### config.mk
export PLATFORM = sky130hd
export DESIGN_NAME = wwds_supervisor
export DESIGN_NICKNAME = d
export VERILOG_FILES = /design/src/core/wwds_pkg.sv /design/src/core/wwds_supervisor.sv /design/src/core/wwds_mr_filter.sv
export SDC_FILE = /design/constraint.sdc
export NUM_CORES = 1
export LEC_CHECK = 0
export ABC_AREA = 1
export ABC_CLOCK_PERIOD_IN_PS = 2950
export BUFFER_PORTS_ARGS = -buffer_cell sky130_fd_sc_hd__clkbuf_2
export CAP_MARGIN = 25
export CORE_MARGIN = 8
export CORE_UTILIZATION = 45
export CTS_BUF_LIST = sky130_fd_sc_hd__clkbuf_8
export CTS_CLUSTER_DIAMETER = 50
export CTS_CLUSTER_SIZE = 10
export DETAILED_ROUTE_END_ITERATION = 10
export GPL_TIMING_DRIVEN = 0
export PLACE_DENSITY = 0.73
export RECOVER_POWER = 25
export SYNTH_ARGS = -nofsm -noshare
export SYNTH_HDL_FRONTEND = slang
export SYNTH_HIERARCHICAL = 1
export SYNTH_SLANG_ARGS = --single-unit
### constraint.sdc
create_clock -name core_clk -period 2.95 [get_ports core_clk]
set_clock_uncertainty 0.2 [all_clocks]
set_input_delay 0.295 -clock core_clk [delete_from_list [all_inputs] [get_ports core_clk]]
set_output_delay 0.295 -clock core_clk [all_outputs]
set_load 0.03 [all_outputs]
### src/core/wwds_pkg.sv
// Package of constants and carrier types for the windowed watchdog supervisor
package wwds_pkg;

  localparam int unsigned WWDS_CLK_MHZ = 100;
  // Manual reset qualification, least time in ns
  localparam int unsigned WWDS_MR_QUAL_NS = 1000;
  localparam int unsigned WWDS_MR_QUAL_CYC = (WWDS_MR_QUAL_NS * WWDS_CLK_MHZ + 999) / 1000;
  // Shortest strobe pulse the standard watchdog must catch, in ns
  localparam int unsigned WWDS_STROBE_MIN_NS = 300;
  localparam int unsigned WWDS_STROBE_MIN_CYC = (WWDS_STROBE_MIN_NS * WWDS_CLK_MHZ) / 1000;
  // Extended range multiplier as a shift
  localparam int unsigned WWDS_EXT_SHIFT = 7;
  localparam int unsigned WWDS_CNT_W = 32;
  // Default timing counts in cycles
  localparam logic [31:0] WWDS_HOLD_DEF = 32'h0000_c350;
  localparam logic [31:0] WWDS_WD_DEF = 32'h000f_4240;
  localparam logic [31:0] WWDS_SLOW_DEF = 32'h000f_4240;
  // Ratio codes as {sel_a, sel_b}
  localparam logic [1:0] WWDS_RATIO_8 = 2'h0;
  localparam logic [1:0] WWDS_RATIO_16 = 2'h1;
  localparam logic [1:0] WWDS_RATIO_OFF = 2'h2;
  localparam logic [1:0] WWDS_RATIO_64 = 2'h3;
  localparam int unsigned WWDS_SHIFT_8 = 3;
  localparam int unsigned WWDS_SHIFT_16 = 4;
  localparam int unsigned WWDS_SHIFT_64 = 6;

  // Reset causes seen by the supervisor
  typedef struct packed {
    logic supply_low;
    logic aux_low;
    logic manual;
    logic wd_fault;
  } wwds_cause_t;

  typedef enum logic [1:0] {WWDS_WD_NONE, WWDS_WD_STANDARD, WWDS_WD_WINDOW} wwds_kind_t;

endpackage

### src/core/wwds_supervisor.sv
// Reset supervisor with standard and windowed watchdog
`timescale 1ns/100ps
module wwds_supervisor
  import wwds_pkg::*;
#(
  parameter wwds_kind_t WD_KIND = WWDS_WD_STANDARD,
  parameter int unsigned MR_QUAL_CYC = WWDS_MR_QUAL_CYC
) (
  input wire logic core_clk,
  input wire logic rst,
  input wire logic supply_low,
  input wire logic aux_low,
  input wire logic manual_reset_in_n,
  input wire logic watchdog_strobe_in,
  input wire logic watchdog_range_select,
  input wire logic watchdog_period_cfg,
  input wire logic window_ratio_sel_a,
  input wire logic window_ratio_sel_b,
  input wire logic [WWDS_CNT_W-1:0] reset_hold_cfg,
  input wire logic [WWDS_CNT_W-1:0] watchdog_period_cycles,
  input wire logic [WWDS_CNT_W-1:0] slow_window_limit,
  output logic reset_out_n,
  output logic wd_fault_q
);

  wwds_cause_t cause;
  logic manual_active;
  logic [WWDS_CNT_W-1:0] hold_cnt_q;
  logic reset_q;
  logic strobe_q;
  logic range_q;
  logic [1:0] ratio_q;
  logic [WWDS_CNT_W+WWDS_EXT_SHIFT-1:0] wd_cnt_q;
  logic [WWDS_CNT_W-1:0] win_cnt_q;
  logic fall;
  logic [1:0] ratio_now;
  logic win_off;
  logic [WWDS_CNT_W-1:0] fast_window_limit;
  logic [WWDS_CNT_W+WWDS_EXT_SHIFT-1:0] watchdog_timeout;
  logic std_fault;
  logic win_fault;

  // Fast limit as slow limit shifted by the strapped ratio
  function automatic logic [WWDS_CNT_W-1:0] fast_of(input logic [1:0] code,
                                                    input logic [WWDS_CNT_W-1:0] slow);
    unique case (code)
      WWDS_RATIO_8: fast_of = slow >> WWDS_SHIFT_8;
      WWDS_RATIO_16: fast_of = slow >> WWDS_SHIFT_16;
      WWDS_RATIO_64: fast_of = slow >> WWDS_SHIFT_64;
      default: fast_of = '0;
    endcase
  endfunction

  wwds_mr_filter #(.QUAL_CYC(MR_QUAL_CYC)) u_mr (
    .core_clk(core_clk),
    .rst(rst),
    .manual_reset_in_n(manual_reset_in_n),
    .manual_active_q(manual_active)
  );

  // Combine every cause of reset
  always_comb begin
    cause.supply_low = supply_low;
    cause.aux_low = aux_low;
    cause.manual = manual_active;
    cause.wd_fault = std_fault | win_fault;
  end

  assign fall = strobe_q & ~watchdog_strobe_in;
  assign ratio_now = {window_ratio_sel_a, window_ratio_sel_b};
  assign win_off = (ratio_now == WWDS_RATIO_OFF);
  assign fast_window_limit = fast_of(ratio_now, slow_window_limit);
  // Extended range is an exact times-128 of the normal count
  assign watchdog_timeout = watchdog_range_select ?
    {watchdog_period_cycles, WWDS_EXT_SHIFT'(0)} :
    {{WWDS_EXT_SHIFT{1'b0}}, watchdog_period_cycles};

  // Standard watchdog fault: no strobe within the timeout
  assign std_fault = (WD_KIND == WWDS_WD_STANDARD) && !reset_q && watchdog_period_cfg &&
    (wd_cnt_q + 1'b1 >= watchdog_timeout);

  // Window fault: early edge before the fast limit, or no edge by the slow limit
  assign win_fault = (WD_KIND == WWDS_WD_WINDOW) && !reset_q && !win_off &&
    (ratio_now == ratio_q) &&
    ((fall && win_cnt_q < fast_window_limit) ||
     (win_cnt_q + 1'b1 >= slow_window_limit));

  // Reset pulse stretcher; a watchdog fault uses the same hold count
  always_ff @(posedge core_clk or posedge rst) begin
    if (rst) begin
      reset_q <= 1'b1;
      hold_cnt_q <= '0;
    end else if (cause.supply_low || cause.aux_low || cause.manual || cause.wd_fault) begin
      reset_q <= 1'b1;
      hold_cnt_q <= '0;
    end else if (reset_q) begin
      // Hold runs from release of the last cause
      if (hold_cnt_q + 1'b1 >= reset_hold_cfg) begin
        reset_q <= 1'b0;
      end
      hold_cnt_q <= hold_cnt_q + 1'b1;
    end
  end

  // Output straight from flip-flops
  always_ff @(posedge core_clk or posedge rst) begin
    if (rst) begin
      reset_out_n <= 1'b0;
      wd_fault_q <= 1'b0;
    end else begin
      reset_out_n <= ~(reset_q | cause.supply_low | cause.aux_low | cause.manual |
                       cause.wd_fault);
      wd_fault_q <= cause.wd_fault;
    end
  end

  // Input history for edge and change detection
  always_ff @(posedge core_clk or posedge rst) begin
    if (rst) begin
      strobe_q <= 1'b1;
      range_q <= 1'b0;
      ratio_q <= 2'h0;
    end else begin
      strobe_q <= watchdog_strobe_in;
      range_q <= watchdog_range_select;
      ratio_q <= ratio_now;
    end
  end

  // Standard watchdog counter
  always_ff @(posedge core_clk or posedge rst) begin
    if (rst) begin
      wd_cnt_q <= '0;
    end else if (reset_q || fall || (range_q != watchdog_range_select) || std_fault) begin
      wd_cnt_q <= '0;
    end else begin
      wd_cnt_q <= wd_cnt_q + 1'b1;
    end
  end

  // Window counter; strobes are not looked at while reset stands
  always_ff @(posedge core_clk or posedge rst) begin
    if (rst) begin
      win_cnt_q <= '0;
    end else if (reset_q) begin
      win_cnt_q <= '0;
    end else if (ratio_now != ratio_q) begin
      win_cnt_q <= '0;
    end else if (fall || win_fault) begin
      win_cnt_q <= '0;
    end else begin
      win_cnt_q <= win_cnt_q + 1'b1;
    end
  end

  // Checks on the behaviour
  supply_reset_a: assert property (@(posedge core_clk) disable iff (rst)
    (supply_low || aux_low) |=> !reset_out_n)
    else $error("undervoltage did not assert reset");

  manual_hold_a: assert property (@(posedge core_clk) disable iff (rst)
    $fell(manual_active) && reset_hold_cfg > 2 |=> !reset_out_n [*2])
    else $error("reset released early after manual reset");

  std_timeout_a: assert property (@(posedge core_clk) disable iff (rst)
    std_fault |=> !reset_out_n && wd_cnt_q == 0)
    else $error("standard timeout gave no reset");

  std_clear_a: assert property (@(posedge core_clk) disable iff (rst)
    (fall || $changed(watchdog_range_select)) && !$past(reset_q) |=> wd_cnt_q == 0)
    else $error("standard counter not cleared");

  std_held_a: assert property (@(posedge core_clk) disable iff (rst)
    reset_q |=> wd_cnt_q == 0)
    else $error("standard counter ran during reset");

  std_disable_a: assert property (@(posedge core_clk) disable iff (rst)
    !watchdog_period_cfg |-> !std_fault)
    else $error("disabled watchdog faulted");

  ext_range_a: assert property (@(posedge core_clk) disable iff (rst)
    watchdog_range_select |-> watchdog_timeout == (watchdog_period_cycles * 128))
    else $error("extended timeout not times 128");

  win_early_a: assert property (@(posedge core_clk) disable iff (rst)
    WD_KIND == WWDS_WD_WINDOW && !reset_q && !win_off && ratio_now == ratio_q && fall &&
    win_cnt_q < fast_window_limit |=> !reset_out_n)
    else $error("early strobe missed");

  win_ok_a: assert property (@(posedge core_clk) disable iff (rst)
    fall && win_cnt_q >= fast_window_limit && win_cnt_q + 1 < slow_window_limit |-> !win_fault)
    else $error("in-window strobe faulted");

  win_strap_a: assert property (@(posedge core_clk) disable iff (rst)
    ratio_now != ratio_q |=> win_cnt_q == 0)
    else $error("strap change did not clear window counter");

  win_reset_a: assert property (@(posedge core_clk) disable iff (rst)
    reset_q |=> win_cnt_q == 0)
    else $error("window counter ran during reset");

  manual_c: cover property (@(posedge core_clk) disable iff (rst) $rose(manual_active));
  std_fault_c: cover property (@(posedge core_clk) disable iff (rst) std_fault);
  win_fault_c: cover property (@(posedge core_clk) disable iff (rst) win_fault);
  release_c: cover property (@(posedge core_clk) disable iff (rst) $rose(reset_out_n));

endmodule

### src/core/wwds_mr_filter.sv
// Glitch filter for the manual reset input
`timescale 1ns/100ps
module wwds_mr_filter
  import wwds_pkg::*;
#(
  parameter int unsigned QUAL_CYC = WWDS_MR_QUAL_CYC
) (
  input wire logic core_clk,
  input wire logic rst,
  input wire logic manual_reset_in_n,
  output logic manual_active_q
);

  logic [15:0] low_cnt_q;

  // Count continuous low time; any high sample restarts it
  always_ff @(posedge core_clk or posedge rst) begin
    if (rst) begin
      low_cnt_q <= 16'h0000;
      manual_active_q <= 1'b0;
    end else if (manual_reset_in_n) begin
      low_cnt_q <= 16'h0000;
      manual_active_q <= 1'b0;
    end else begin
      if (low_cnt_q < 16'(QUAL_CYC)) begin
        low_cnt_q <= low_cnt_q + 16'h0001;
      end
      manual_active_q <= (low_cnt_q >= 16'(QUAL_CYC - 1));
    end
  end

  qual_time_a: assert property (@(posedge core_clk) disable iff (rst)
    $rose(manual_active_q) |-> $past(!manual_reset_in_n, 1) && $past(!manual_reset_in_n, 2))
    else $error("manual reset qualified without a held low");

endmodule

Word-level counts from Yosys, hierarchy flattened
Cells that the tools add are included.
{"block": "op_classes", "addsub": 3, "n_lt_le_gt_ge": 4, "n_eq_ne": 1, "n_mux": 10, "bitwise_logic": 7, "n_reduce_logical": 11}
{"cell": "$mux W39", "n": 2}
{"cell": "$mux W32", "n": 2}
{"cell": "$add A39 B1 Y39 const B", "n": 1}
{"cell": "$ge A39 B39 Y1", "n": 1}
{"cell": "$add A32 B1 Y32 const B", "n": 1}
{"cell": "$ge A32 B32 Y1", "n": 1}
{"cell": "$mux W16", "n": 2}
{"cell": "$add A16 B1 Y16 const B", "n": 1}
{"cell": "$ge A16 B7 Y1 const B", "n": 1}
{"cell": "$lt A16 B7 Y1 const B", "n": 1}
{"cell": "$logic_or A1 B1 Y1", "n": 6}
{"cell": "$mux W1", "n": 4}
{"cell": "$or A1 B1 Y1", "n": 4}
{"cell": "$reduce_bool A2 Y1", "n": 2}
{"cell": "$logic_and A1 B1 Y1", "n": 2}
{"cell": "$not A1 Y1", "n": 2}
{"cell": "$and A1 B1 Y1", "n": 1}
{"cell": "$logic_not A1 Y1", "n": 1}
{"cell": "$ne A1 B1 Y1", "n": 1}
{"block": "word_totals", "regBits": 93, "in_bits": 106, "word_cells": 45}

Longest topological paths before layout
Gate-level depths: netlist of the first run.
{"block": "logic_depth", "ltp_word": 6, "mapped_depth": 25}

Modules after synthesis
Netlist of the first run, hierarchy kept.
{"mod": "wwds_supervisor", "instances": 1, "cells_each": 1020, "area_per_inst_um2": 7038.0, "seq_area_each_um2": 1904.3}
{"mod": "wwds_mr_filter", "instances": 1, "cells_each": 113, "area_per_inst_um2": 892.1, "seq_area_each_um2": 425.4}

Least setup slack after synthesis of the first run
Ideal clock, no wire load.
{"block": "synth_path", "kind": "flip-flop to flip-flop", "start": "register wd_cnt_q[0]", "end": "register reset_out_n", "arrival_ps": 2789, "slack_ps": -111, "path_stages_with_launch": 25, "synth_period_minus_slack_ps": 3061, "cell_sequence": "dfrtp_1 ha_1 nand2_1 inv_1 nand3_2 nor2_4 nand2_2 nor2_4 nand3_4 o21ai_1 nand2_2 ha_1 nand2_1 inv_1 nand2_1 nand2_1 a21oi_1 nand2_1 nor2_1 nand3_2 nand2_4 nand2_2 buf_6 buf_6 nor2_1"}
{"block": "synth_via", "elab_chain_cells": 5}
{"item": "start: declaration", "line": "wwds_supervisor.sv:33", "text": "logic [WWDS_CNT_W+WWDS_EXT_SHIFT-1:0] wd_cnt_q;"}
{"item": "start signal: assignment", "line": "wwds_supervisor.sv:137", "text": "wd_cnt_q <= wd_cnt_q + 1'b1;"}
{"item": "$add A39 B1 Y39", "line": "wwds_supervisor.sv:80", "text": "(wd_cnt_q + 1'b1 >= watchdog_timeout);"}
{"item": "$ge A39 B39 Y1", "line": "wwds_supervisor.sv:80"}
{"item": "$logic_and A1 B1 Y1", "line": "wwds_supervisor.sv:79", "text": "assign std_fault = (WD_KIND == WWDS_WD_STANDARD) && !reset_q && watchdog_period_cfg &&"}
{"item": "$or A1 B1 Y1", "line": "wwds_supervisor.sv:111", "text": "reset_out_n <= ~(reset_q | cause.supply_low | cause.aux_low | cause.manual |"}
{"item": "$not A1 Y1", "line": "wwds_supervisor.sv:111"}
{"item": "end signal: assignment", "line": "wwds_supervisor.sv:111"}
{"item": "end: declaration", "line": "wwds_supervisor.sv:22", "text": "output logic reset_out_n,"}
No other way between the ends.
A chain may end at the register's enable or synchronous reset.

Worst setup path after layout of the first run
{"block": "layout_path", "start": "register wd_cnt_q[13]", "end": "register hold_cnt_q[27]"}
{"block": "layout_via", "elab_chain_cells": 5, "elab_cells_between_ends": 6}
{"item": "$add A39 B1 Y39 (*)", "line": "wwds_supervisor.sv:80"}
{"item": "$ge A39 B39 Y1 (*)", "line": "wwds_supervisor.sv:80"}
{"item": "$logic_and A1 B1 Y1 (*)", "line": "wwds_supervisor.sv:79"}
{"item": "$logic_or A1 B1 Y1 (*)", "line": "wwds_supervisor.sv:93", "text": "end else if (cause.supply_low || cause.aux_low || cause.manual || cause.wd_fault) begin"}
{"item": "$mux W32 / $reduce_bool A2 Y1 (equally long branches)"}
{"item": "end signal: assignment", "line": "wwds_supervisor.sv:101", "text": "hold_cnt_q <= hold_cnt_q + 1'b1;"}
{"item": "end: declaration", "line": "wwds_supervisor.sv:28", "text": "logic [WWDS_CNT_W-1:0] hold_cnt_q;"}
Every way passes the cells marked *; elsewhere a longest branch is shown, timed or not.

==> summary.md, run 1 <==
| Metric | Value |
|---|---|
| TritonCTS buffer count | 9 |
| Dpl ws | -0.759 ns |
| Clock Tree Root | clkbuf_8 |
| RSZ-0062 raised after global routing | true |
| Maxcap violations | 1 |
| Grt total ovfl | 0 |
| Post-route minimum period | 3.49 ns |
| Worst Path Max Fanout | 6 |
| Worst Path Arrival | 3.60 ns |
| Via count | 7,473 |
| H-tree lvl count | 3 |
| Starting DRT DRC Count | 562 |
| Port-buffer cells | 72 |
| Core Region | 0.0172 mm2 |
| Fillers | 1,611 |
| Status | finished with violations |
| Clock Tree Buf Depth | 2 |
| Initial antenna violation count | 1 |
| Starting Density | 46.0% |
| Cell variety after synth | 45 |
| Clock power frac | 33.4% |
| Number of global-route vias before repair | 7,105 |
| Sw Pwr | 657 uW |
| Synth Cell Area | 0.00793 mm2 |
| Power Density | 245 mW/mm2 |
| Area grow syn2layout | 21.5% |
| Yosys warnings | 6 |
| Slew Viols, Final | 71 |
| CTS sink cnt | 93 |
| Clock slew seen by the registers of the worst setup and hold paths | 0.10 ns |
| Share of power burned in registers | 54.6% |
| Synthesized area per cell | 7.00 um2 |
| Final Hold Viols | 0 |
| Rel. slew slack | -5.27% |
| Tcrit/Tclk final | 118% |
| Slew @ Worst Pin | 1.58 ns |
| WL final | 20,600 um |
| Routability congestion estimate from global placement | 0.909 |
| Highest-count cells in the layout ignoring fill and taps | nand2_1, inv_1, nor2_1, dfrtp_1, ha_1 |
| All-layer global routing usage | 18.2% |
| Sequential area share after synthesis | 29.4% |
| FP Rows | 48 |
| F_max | 287 MHz |
| DR pass1 iterations | 5 |
| Worst EP required | 3.07 ns |
| Startpoint types | flip-flop |
| Mapped Cells | 1,133 |
| Final setup violation count | 74 |
| Avg Vias per Cell | 4.98 |
| Crit path kind | reg2reg |
| First-pass GRT wire length | 33,200 um |
| I/O pins | 108 |
| DP Wirelength | 15,500 um |
| Internal cell power | 1.70 mW |
| R2R setup slack | -0.54 ns |
| Logic pwr share | 12.0% |
| Most common cell after layout, fill and taps aside | nand2_1 |
| Final worst setup slack | -0.537 ns |
| Most used flip-flop cell after synthesis | dfrtp_1 |
| Mapped Nets | 1,313 |
| Final ANT Viol Nets | 0 |
| Violated checks | capacitance limit, slew limit, setup timing |
| Final Core Density | 55.9% |
| Maximum vdd drop | 0.421 mV |
| Diodes inserted | 0 |
| CTS tree | built |
| Largest net degree at the start of global routing | 71 |
| Chip width | 149 um |
| Die ar. | 0.0221 mm2 |
| Drc violations | 0 |
| Post-synth EDFFs | 0 |
| Hold crit path type | in2reg |
| Crit end category | flip-flop |
| Wire per inst | 13.7 um |
| Lkg Pwr | 5.13 nW |
| Worst-Skew Late Latency | 0.38 ns |
| Share of layout cells above drive strength 1 | 23.4% |
| Nets | 1,451 |
| Ys async rst share | 100% |
| Switching Fraction | 27.9% |
| Die height | 149 um |
| Synthesis-stage register bit count | 93 |
## critical path, cell delays in order (launching register included)
cell and delay, ns:
dfrtp_1 0.42, nand2_2 0.08, buf_4 0.14, inv_1 0.06
nand2_1 0.06, inv_1 0.12, nand2_1 0.12, nor2_4 0.15
nand4_1 0.18, xor2_2 0.20, ha_1 0.31, nand2_1 0.07
nand2_1 0.05, nand2_1 0.05, nand2_1 0.06, a21oi_2 0.16
nand2_1 0.09, nor2_2 0.14, nand3_2 0.13, nand2_4 0.11
nand2_4 0.05, buf_8 0.13, buf_12 0.12, buf_12 0.12
nor2_2 0.09
## power groups by stage
stage                     sequential [mW]  combinational [mW]  clock [mW]
after floorplan                      1.31               0.156           0
final                                1.29               0.283       0.787
after global placement               1.31               0.246           0
after global routing                 1.29               0.323       0.855
after CTS                            1.29               0.288       0.802
after detailed placement             1.31               0.258           0
## Yosys cell counts (18+ instances only)
cell type	instances	area (um2)
nor3_1	23	115
nand3_1	53	265
inv_1	204	766
nand2_2	18	113
ha_1	74	926
a21oi_1	34	170
nand2_1	242	908
o21ai_0	39	195
dfrtp_1	91	2280
nor2_1	152	571
nand4_1	31	194
xor2_1	43	377
## metal layers
layer	global-route usage, %	up-vias	wire, um
li1	-	3820	-
met1	23.5	3412	9080
met5	0	-	9
met2	30.3	196	9860
met3	3.43	43	1140
met4	5.81	2	537
## worst paths after layout
path / start / end / depth (start not counted)
worst max-delay path: wd_cnt_q[13] / hold_cnt_q[27] / 24
worst min-delay path: aux_low / reset_q / 4
worst max register to register: wd_cnt_q[13] / hold_cnt_q[27] / 24
worst min register to register: u_mr/low_cnt_q[15] / u_mr/low_cnt_q[15] / 2
max in group asynchronous: rst / wd_cnt_q[5] / 4
min in group asynchronous: rst / wd_cnt_q[38] / 3
## state kept, by name, summed over array words and instances, names as in the netlist
signal,flops
wd_cnt_q,39
hold_cnt_q,32
u_mr/low_cnt_q,16
range_q,1
reset_out_n,1
reset_q,1
strobe_q,1
u_mr/manual_active_q,1
wd_fault_q,1
## what timing repair did
action                                  in CTS  in global routing
cloned                                       1                  0
endpoints found under the setup margin      74                 74
hold buffers                                 4                  0
setup buffers                               29                 20
endpoints found under the hold margin      102                  0
pin swaps                                   16                 33
resized for setup                           49                 53
## area by class of cell
| type | count | area (um2) | share of cell area (%) |
|---|---|---|---|
| plain buffers | 24 | 161 | 1.67 |
| inverters | 218 | 822 | 8.53 |
| clock inverters | 7 | 41.3 | 0.428 |
| flip-flops and latches | 93 | 2340 | 24.3 |
| well taps | 225 | 282 | 2.92 |
| clock buffers | 9 | 124 | 1.29 |
| multi-input cells | 798 | 5020 | 52.1 |
| repair buffers | 127 | 845 | 8.76 |
## stage by stage
stage	instances	hold WS (ns)	setup TNS [ns]	total power [mW]	instance area, um2
final	1501	0.142	-31.41	2.36	9640
after global routing	1501	0.142	-45.34	2.47	9640
after CTS	1481	0.0874	-30.71	2.38	9300
after detailed placement	1431	0.00307	-47.28	1.57	8620
after global placement	1430	0.208	-91.94	1.56	8590
after floorplan	1133	0.0211	-1.44	1.47	7950
## cells by family (layout without fill, tap and decap cells)
family	after synthesis	count (layout)	share of synthesized area, %
mux	16	16	2.02
xor+xnor	49	49	5.51
fa+ha+maj	74	74	11.7
simple gates	568	568	33.2
flops	93	93	29.4
compound gates	91	91	6.17
buf+inv	242	385	12.0
(Power assumes the default switching activity.)
==> run 2: changes to the inputs <==
- CORE_UTILIZATION: 45 -> 25
- PLACE_DENSITY: 0.73 -> 0.49
==> run 2 against run 1 <==
  * The run ends with setup timing left
  * Hold slack lost 0.027 ns
  * Critical path depth shrank 2
  * Combinational power grew 7.1%
  * Final area grew 8.0%
  * Largest power group unchanged
  * Final cell count grew 12%
==> summary.md, run 2 (synthesis results as in run 1) <==
| Metric | Value |
|---|---|
| Status | finished with violations |
| Violated checks | setup timing |
| Lkg Pwr | 5.29 nW (+3.2%) |
| Setup crit start | wd_cnt_q[1] |
| Tcrit/Tclk final | 120% (+1.4 points) |
| Wire per inst | 13.6 um (-1.2%) |
| Post-route cell area | 0.0104 mm2 (+8.0%) |
| Most common cell after layout, fill and taps aside | nand2_1 |
| CTS tree | built |
| Routability congestion estimate from global placement | 0.852 (-6.3%) |
| Post-route minimum period | 3.53 ns (+0.0402 ns) |
| Hold crit path type | in2reg |
| Nets | 1,457 (+0.41%) |
| Slew Viols, Final | 0 (-100%) |
| Starting Density | 25.3% (-21 points) |
| CP bufs+invs | 3 (-3) |
| Final Core Density | 33.2% (-23 points) |
| Largest register FFs | 39 (unchanged) |
| Largest net degree at the start of global routing | 53 (-25%) |
| R2R setup slack | -0.58 ns (-0.04 ns) |
| Reg-to-reg critical path startpoint | wd_cnt_q[1] |
| Die height | 194 um (+30%) |
| Clock Tree Root | clkbuf_8 |
| FP Rows | 65 (+35%) |
| Worst-Skew Late Latency | 0.39 ns (about the same) |
| Dpl cell area | 0.00885 mm2 (+2.7%) |
| RSZ-0062 raised after global routing | true |
| Hold path depth | 4 (unchanged) |
| Area grow syn2layout | 31.3% |
| Final Hold Viols | 0 (unchanged) |
| Number of global-route vias before repair | 7,294 (+2.7%) |
| Diodes inserted | 0 (unchanged) |
| Chip width | 194 um (+30%) |
| Grt total ovfl | 0 (unchanged) |
| Hold_ws | 0.115 ns (-0.0268 ns) |
| Share of power burned in registers | 49.6% (-5.0 points) |
| CP top delay family | simple AND/OR/NAND/NOR gates |
| I/O pins | 108 (unchanged) |
| Worst Path Max Fanout | 5 (-1) |
| Drc violations | 0 (unchanged) |
| Avg Vias per Cell | 4.44 (-11%) |
| Biggest regs | wd_cnt_q: 39 flops, hold_cnt_q: 32 flops, u_mr/low_cnt_q: 16 flops |
| Core Region | 0.0314 mm2 (+82%) |
| Highest-count cells in the layout ignoring fill and taps | nand2_1, inv_1, nor2_1, dfrtp_1, clkbuf_2 |
| CP dominant cell by count | nand2_4 |
| TritonCTS buffer count | 9 (unchanged) |
| CP endpoint | wd_cnt_q[16] |
| Sw Pwr | 704 uW (+7.2%) |
| Clock power frac | 38.7% (+5.3 points) |
| Startpoint types | flip-flop |
| Maximum vdd drop | 0.238 mV (-43%) |
| CP peak stage delay | 0.41 ns (about the same) |
| Crit end category | flip-flop |
| Worst R2R Path Depth | 22 (-8.3%) |
| Logic pwr share | 11.7% (-0.3 points) |
| Worst EP required | 3.01 ns (-0.06 ns) |
| Critical-path cell list | nand3_2 -> nor2_4 -> nand2_4 -> nor2_4 -> nand2_4 -> nor2_4 -> nand2_4 -> o21a_1 -> nor2_4 -> inv_2 -> ha_4 -> nand2_4 -> nor2_4 -> nand2_2 -> nor3_4 -> nand3_2 -> nand3_4 -> nand2_4 -> nand2_4 -> buf_8 -> clkbuf_16 -> nor2_2 |
| WL final | 22,900 um (+11%) |
| F_max | 284 MHz (-1.1%) |
| Share of layout cells above drive strength 1 | 27.5% (+4.1 points) |
| Crit path kind | reg2reg |
| Rel. slew slack | 8.29% (+14 points) |
| H-tree lvl count | 3 (unchanged) |
| Switching Fraction | 27.2% (-0.71 points) |
| Crit-path slowest cell | dfrtp_1 |
| FF-to-FF End | wd_cnt_q[16] |
| Power Density | 249 mW/mm2 (+1.8%) |
| Largest reg by FF count | wd_cnt_q |
| Levels on crit path | 22 (-8.3%) |
| HP Start | supply_low |
| Port-buffer cells | 72 (unchanged) |
| Starting DRT DRC Count | 327 (-42%) |
| Maxcap violations | 0 (-1) |
| Slew @ Worst Pin | 1.37 ns (-0.211 ns) |
| Internal cell power | 1.89 mW (+11%) |
| Die ar. | 0.0377 mm2 (+70%) |
| Final worst setup slack | -0.577 ns (-0.0402 ns) |
| Initial antenna violation count | 0 (-1) |
| First-pass GRT wire length | 36,500 um (+9.9%) |
| Via count | 7,472 (-0.013%) |
| DR pass1 iterations | 6 (+1) |
| Final ANT Viol Nets | 0 (unchanged) |
| Worst Path Arrival | 3.59 ns (about the same) |
| Clock slew seen by the registers of the worst setup and hold paths | 0.10 ns (about the same) |
| Final setup violation count | 74 (unchanged) |
| Clock Tree Buf Depth | 2 (unchanged) |
| CTS sink cnt | 93 (unchanged) |
| Power consumption | 2.59 mW (+10%) |
| DP Wirelength | 17,600 um (+14%) |
| All-layer global routing usage | 11.8% (-6.5 points) |
[run 2: changes by cell type in the layout (fill, tap and decap cells not counted), moves of 5 or more]
cell,change
nand2_1,-6
nor2_1,-38
nand2_4,+5
nor2_2,+16
nor2_4,+22
[run 2: worst register-to-register path, stage by stage, from the launching register on]
cell       delay, ns
dfrtp_1         0.41
nand3_2         0.13
nor2_4          0.18
nand2_4         0.08
nor2_4          0.13
nand2_4         0.08
nor2_4          0.17
nand2_4         0.09
o21a_1          0.22
nor2_4          0.16
inv_2           0.07
ha_4            0.27
nand2_4         0.05
nor2_4          0.13
nand2_2         0.07
nor3_4          0.26
nand3_2         0.12
nand3_4         0.11
nand2_4         0.09
nand2_4         0.09
buf_8           0.14
clkbuf_16       0.16
nor2_2          0.03
[run 2: worst min path at each step]
stage                     slack, ns                 to
after global routing           0.10            reset_q
after floorplan                0.02  u_mr/low_cnt_q[0]
final                          0.12            reset_q
after detailed placement       0.11       wd_cnt_q[33]
after global placement         0.20           strobe_q
after CTS                      0.08            reset_q
[run 2: metal layers]
layer,part of all wire (%),global-route usage (%)
met3,3.4,1.94
met2,49,20.7
met4,2.1,3.59
met1,45,14.5
met5,0,0
[run 2: power groups by stage]
stage / combinational [mW] / sequential, mW / clock [mW]
after global placement: 0.255 / 1.31 / 0
after floorplan: 0.156 / 1.31 / 0
after global routing: 0.344 / 1.29 / 1.09
after CTS: 0.287 / 1.29 / 1.05
final: 0.303 / 1.29 / 1.00
after detailed placement: 0.266 / 1.31 / 0
[run 2: cell type report]
cell class	instances	area [um2]
clock buffer	9	124
sequential	93	2340
inverter	218	822
buffer	24	190
clock inverter	7	96.3
multi-input combinational	798	5370
fill	3452	21000
timing repair buffer	133	970
tap	402	503
[run 2: what timing repair did]
item | in CTS | in global routing
gates cloned | 1 | 3
endpoints found under the setup margin | 74 | 74
buffers inserted | 25 | 28
hold endpoints to repair | 52 | 0
resized for setup | 86 | 112
hold buffers | 4 | 0
pin swaps | 38 | 50
[run 2: stage by stage]
stage,cells,setup WS (ns),setup TNS [ns]
2_1_floorplan,1133,-0.0705,-1.44
3_3_place_gp,1607,-0.999,-119.95
3_5_place_dp,1609,-1.00,-65.14
4_1_cts,1654,-0.503,-34.02
5_1_grt,1684,-0.786,-53.02
6_report,1684,-0.577,-37.98
==> run 3: changes to the inputs <==
- BUFFER_PORTS_ARGS: -buffer_cell sky130_fd_sc_hd__clkbuf_2 -> -buffer_cell sky130_fd_sc_hd__buf_2
- CAP_MARGIN: 25 -> unset
- CELL_PAD_IN_SITES_DETAIL_PLACEMENT: unset -> 1
- CELL_PAD_IN_SITES_GLOBAL_PLACEMENT: unset -> 2
- PLACE_DENSITY: 0.49 -> 0.73
==> run 3 against run 2 <==
  * The run still ends with setup timing left
  * Sequential cell count unchanged
  * Highest routed layer is now met5
  * Largest cell class unchanged
  * Final area is 1.6% lower
  * Die area stayed put
  * Maximum frequency is 0.79% higher
  * Global-route usage increased by 1.7 points
==> summary.md, run 3 (synthesis results as in run 1) <==
| Metric | Value |
|---|---|
| Status | finished with violations |
| Violated checks | setup timing |
| All-layer global routing usage | 13.5% (+1.7 points) |
| Largest net degree at the start of global routing | 63 (+19%) |
| Nets | 1,456 (-0.069%) |
| FP Rows | 65 (unchanged) |
| Worst EP required | 3.03 ns (+0.02 ns) |
| Maximum vdd drop | 0.172 mV (-28%) |
| DP Wirelength | 19,900 um (+13%) |
| Share of layout cells above drive strength 1 | 27.0% (-0.52 points) |
| H-tree lvl count | 3 (unchanged) |
| Grt total ovfl | 0 (unchanged) |
| Lkg Pwr | 5.25 nW (-0.83%) |
| Wire per inst | 15.3 um (+13%) |
| Avg Vias per Cell | 4.47 (+0.71%) |
| Setup crit start | wd_cnt_q[13] |
| Area grow syn2layout | 29.1% |
| CTS sink cnt | 93 (unchanged) |
| Post-route cell area | 0.0102 mm2 (-1.6%) |
| Hold_ws | 0.126 ns (+0.0109 ns) |
| Worst Path Arrival | 3.58 ns (about the same) |
| Largest register FFs | 39 (unchanged) |
| Final worst setup slack | -0.549 ns (+0.0278 ns) |
| Hold crit path type | in2reg |
| Maxcap violations | 0 (unchanged) |
| F_max | 286 MHz (+0.79%) |
| Slew Viols, Final | 0 (unchanged) |
| Startpoint types | flip-flop |
| Number of global-route vias before repair | 7,843 (+7.5%) |
| Drc violations | 0 (unchanged) |
| Final ANT Viol Nets | 0 (unchanged) |
| WL final | 25,800 um (+13%) |
| Dpl ws | -1.23 ns (-0.225 ns) |
| Final setup TNS | -37.07 ns (+0.909 ns) |
| Starting Density | 25.3% (unchanged) |
| Chip width | 194 um (unchanged) |
| Power consumption | 2.48 mW (-4.5%) |
| HP Start | supply_low |
| Worst-Skew Late Latency | 0.40 ns (about the same) |
| Starting DRT DRC Count | 271 (-17%) |
| I/O pins | 108 (unchanged) |
| CTS tree | built |
| Clock Tree Root | clkbuf_8 |
| Clock Tree Buf Depth | 2 (unchanged) |
| Via count | 7,525 (+0.71%) |
| Clock slew seen by the registers of the worst setup and hold paths | 0.12 ns (+0.02 ns) |
| Final Hold Viols | 0 (unchanged) |
| RSZ-0062 raised after global routing | true |
| Biggest regs | wd_cnt_q: 39 flops, hold_cnt_q: 32 flops, u_mr/low_cnt_q: 16 flops |
| Tcrit/Tclk final | 119% (-0.94 points) |
| Die height | 194 um (unchanged) |
| Placed cell count | 1,608 (-0.062%) |
| Power Density | 242 mW/mm2 (-3.0%) |
| Die ar. | 0.0377 mm2 (unchanged) |
| Rel. slew slack | 11.8% (+3.5 points) |
| Routability congestion estimate from global placement | 0.778 (-8.6%) |
| Post-route minimum period | 3.50 ns (-0.0278 ns) |
| Crit path kind | reg2reg |
| Final Core Density | 32.6% (-0.54 points) |
| Most common cell after layout, fill and taps aside | nand2_1 |
| Dpl cell area | 0.00884 mm2 (about the same) |
| Critical-path cell list | nand2_2 -> nor2_1 -> inv_1 -> or2_4 -> nor3_2 -> nand3b_1 -> xor2_1 -> ha_1 -> nand2_1 -> nor2_2 -> nand2_2 -> buf_4 -> a21oi_2 -> nor2_4 -> nand3_4 -> nand2_4 -> nand2_4 -> buf_12 -> clkbuf_16 -> nor2_2 |
| Core Region | 0.0314 mm2 (unchanged) |
| Port-buffer cells | 72 (unchanged) |
| Initial antenna violation count | 2 (+2) |
| Largest reg by FF count | wd_cnt_q |
| CP peak stage delay | 0.43 ns (+0.02 ns) |
| Slew @ Worst Pin | 1.31 ns (-0.0547 ns) |
| Crit end category | flip-flop |
| Highest-count cells in the layout ignoring fill and taps | nand2_1, inv_1, nor2_1, dfrtp_1, buf_2 |
| Worst Path Max Fanout | 5 (unchanged) |
| TritonCTS buffer count | 9 (unchanged) |
| Reg-to-reg critical path startpoint | wd_cnt_q[13] |
| First-pass GRT wire length | 41,300 um (+13%) |
| Final setup violation count | 74 (unchanged) |
| Crit-path slowest cell | dfrtp_1 |
| Post-Layout Cell Count | 1,684 (unchanged) |
| DR pass1 iterations | 4 (-2) |
-- run 3: repair_timing --
action | 4_1_cts | 5_1_grt
hold buffers | 4 | 0
setup buffers | 29 | 21
resized for setup | 79 | 89
gates cloned | 0 | 5
hold endpoints to repair | 100 | 0
setup endpoints to repair | 74 | 74
pin swaps | 37 | 43
-- run 3: path summary, 6_finish.rpt --
kind                            cells past startpoint                  to  slack, ns
worst max-delay path                               20        wd_cnt_q[16]      -0.55
max in group asynchronous                           4         wd_cnt_q[7]       0.76
min in group asynchronous                           3        wd_cnt_q[33]       0.30
worst min-delay path                                3             reset_q       0.13
worst min register to register                      2  u_mr/low_cnt_q[15]       0.30
worst max register to register                     20        wd_cnt_q[16]      -0.55
-- run 3: routing by layer --
metal	share of wire, %	up-vias	track usage (%)	routed length [um]
li1	-	3837	-	-
met1	47	3596	17.8	12200
met2	48	68	23.1	12500
met3	2.7	22	1.89	692
met4	1.4	2	2.66	372
met5	0.050	-	0	13
-- run 3: area by class of cell --
class,count,area (um2)
fillers,3907,21200
clock inverters,7,62.6
plain buffers,24,201
inverters,218,820
well taps,402,503
clock buffers,9,124
diodes,1,2.50
multi-input cells,798,5230
repair buffers,132,966
flip-flops and latches,93,2340
-- run 3: critical path: cells and delay by family, from the launching register on --
| family | cells | cell delay (ns) |
|---|---|---|
| simple gates | 13 | 1.55 |
| fa+ha+maj | 1 | 0.33 |
| flops | 1 | 0.43 |
| xor+xnor | 1 | 0.19 |
| buf+inv | 4 | 0.53 |
| compound gates | 1 | 0.17 |
-- run 3: report_power, final --
part	switching, mW	leakage [nW]	internal [mW]
Sequential	0.00564	1.28	1.28
Combinational	0.182	3.88	0.119
Clock	0.561	0.0932	0.327
Total	0.748	5.25	1.73
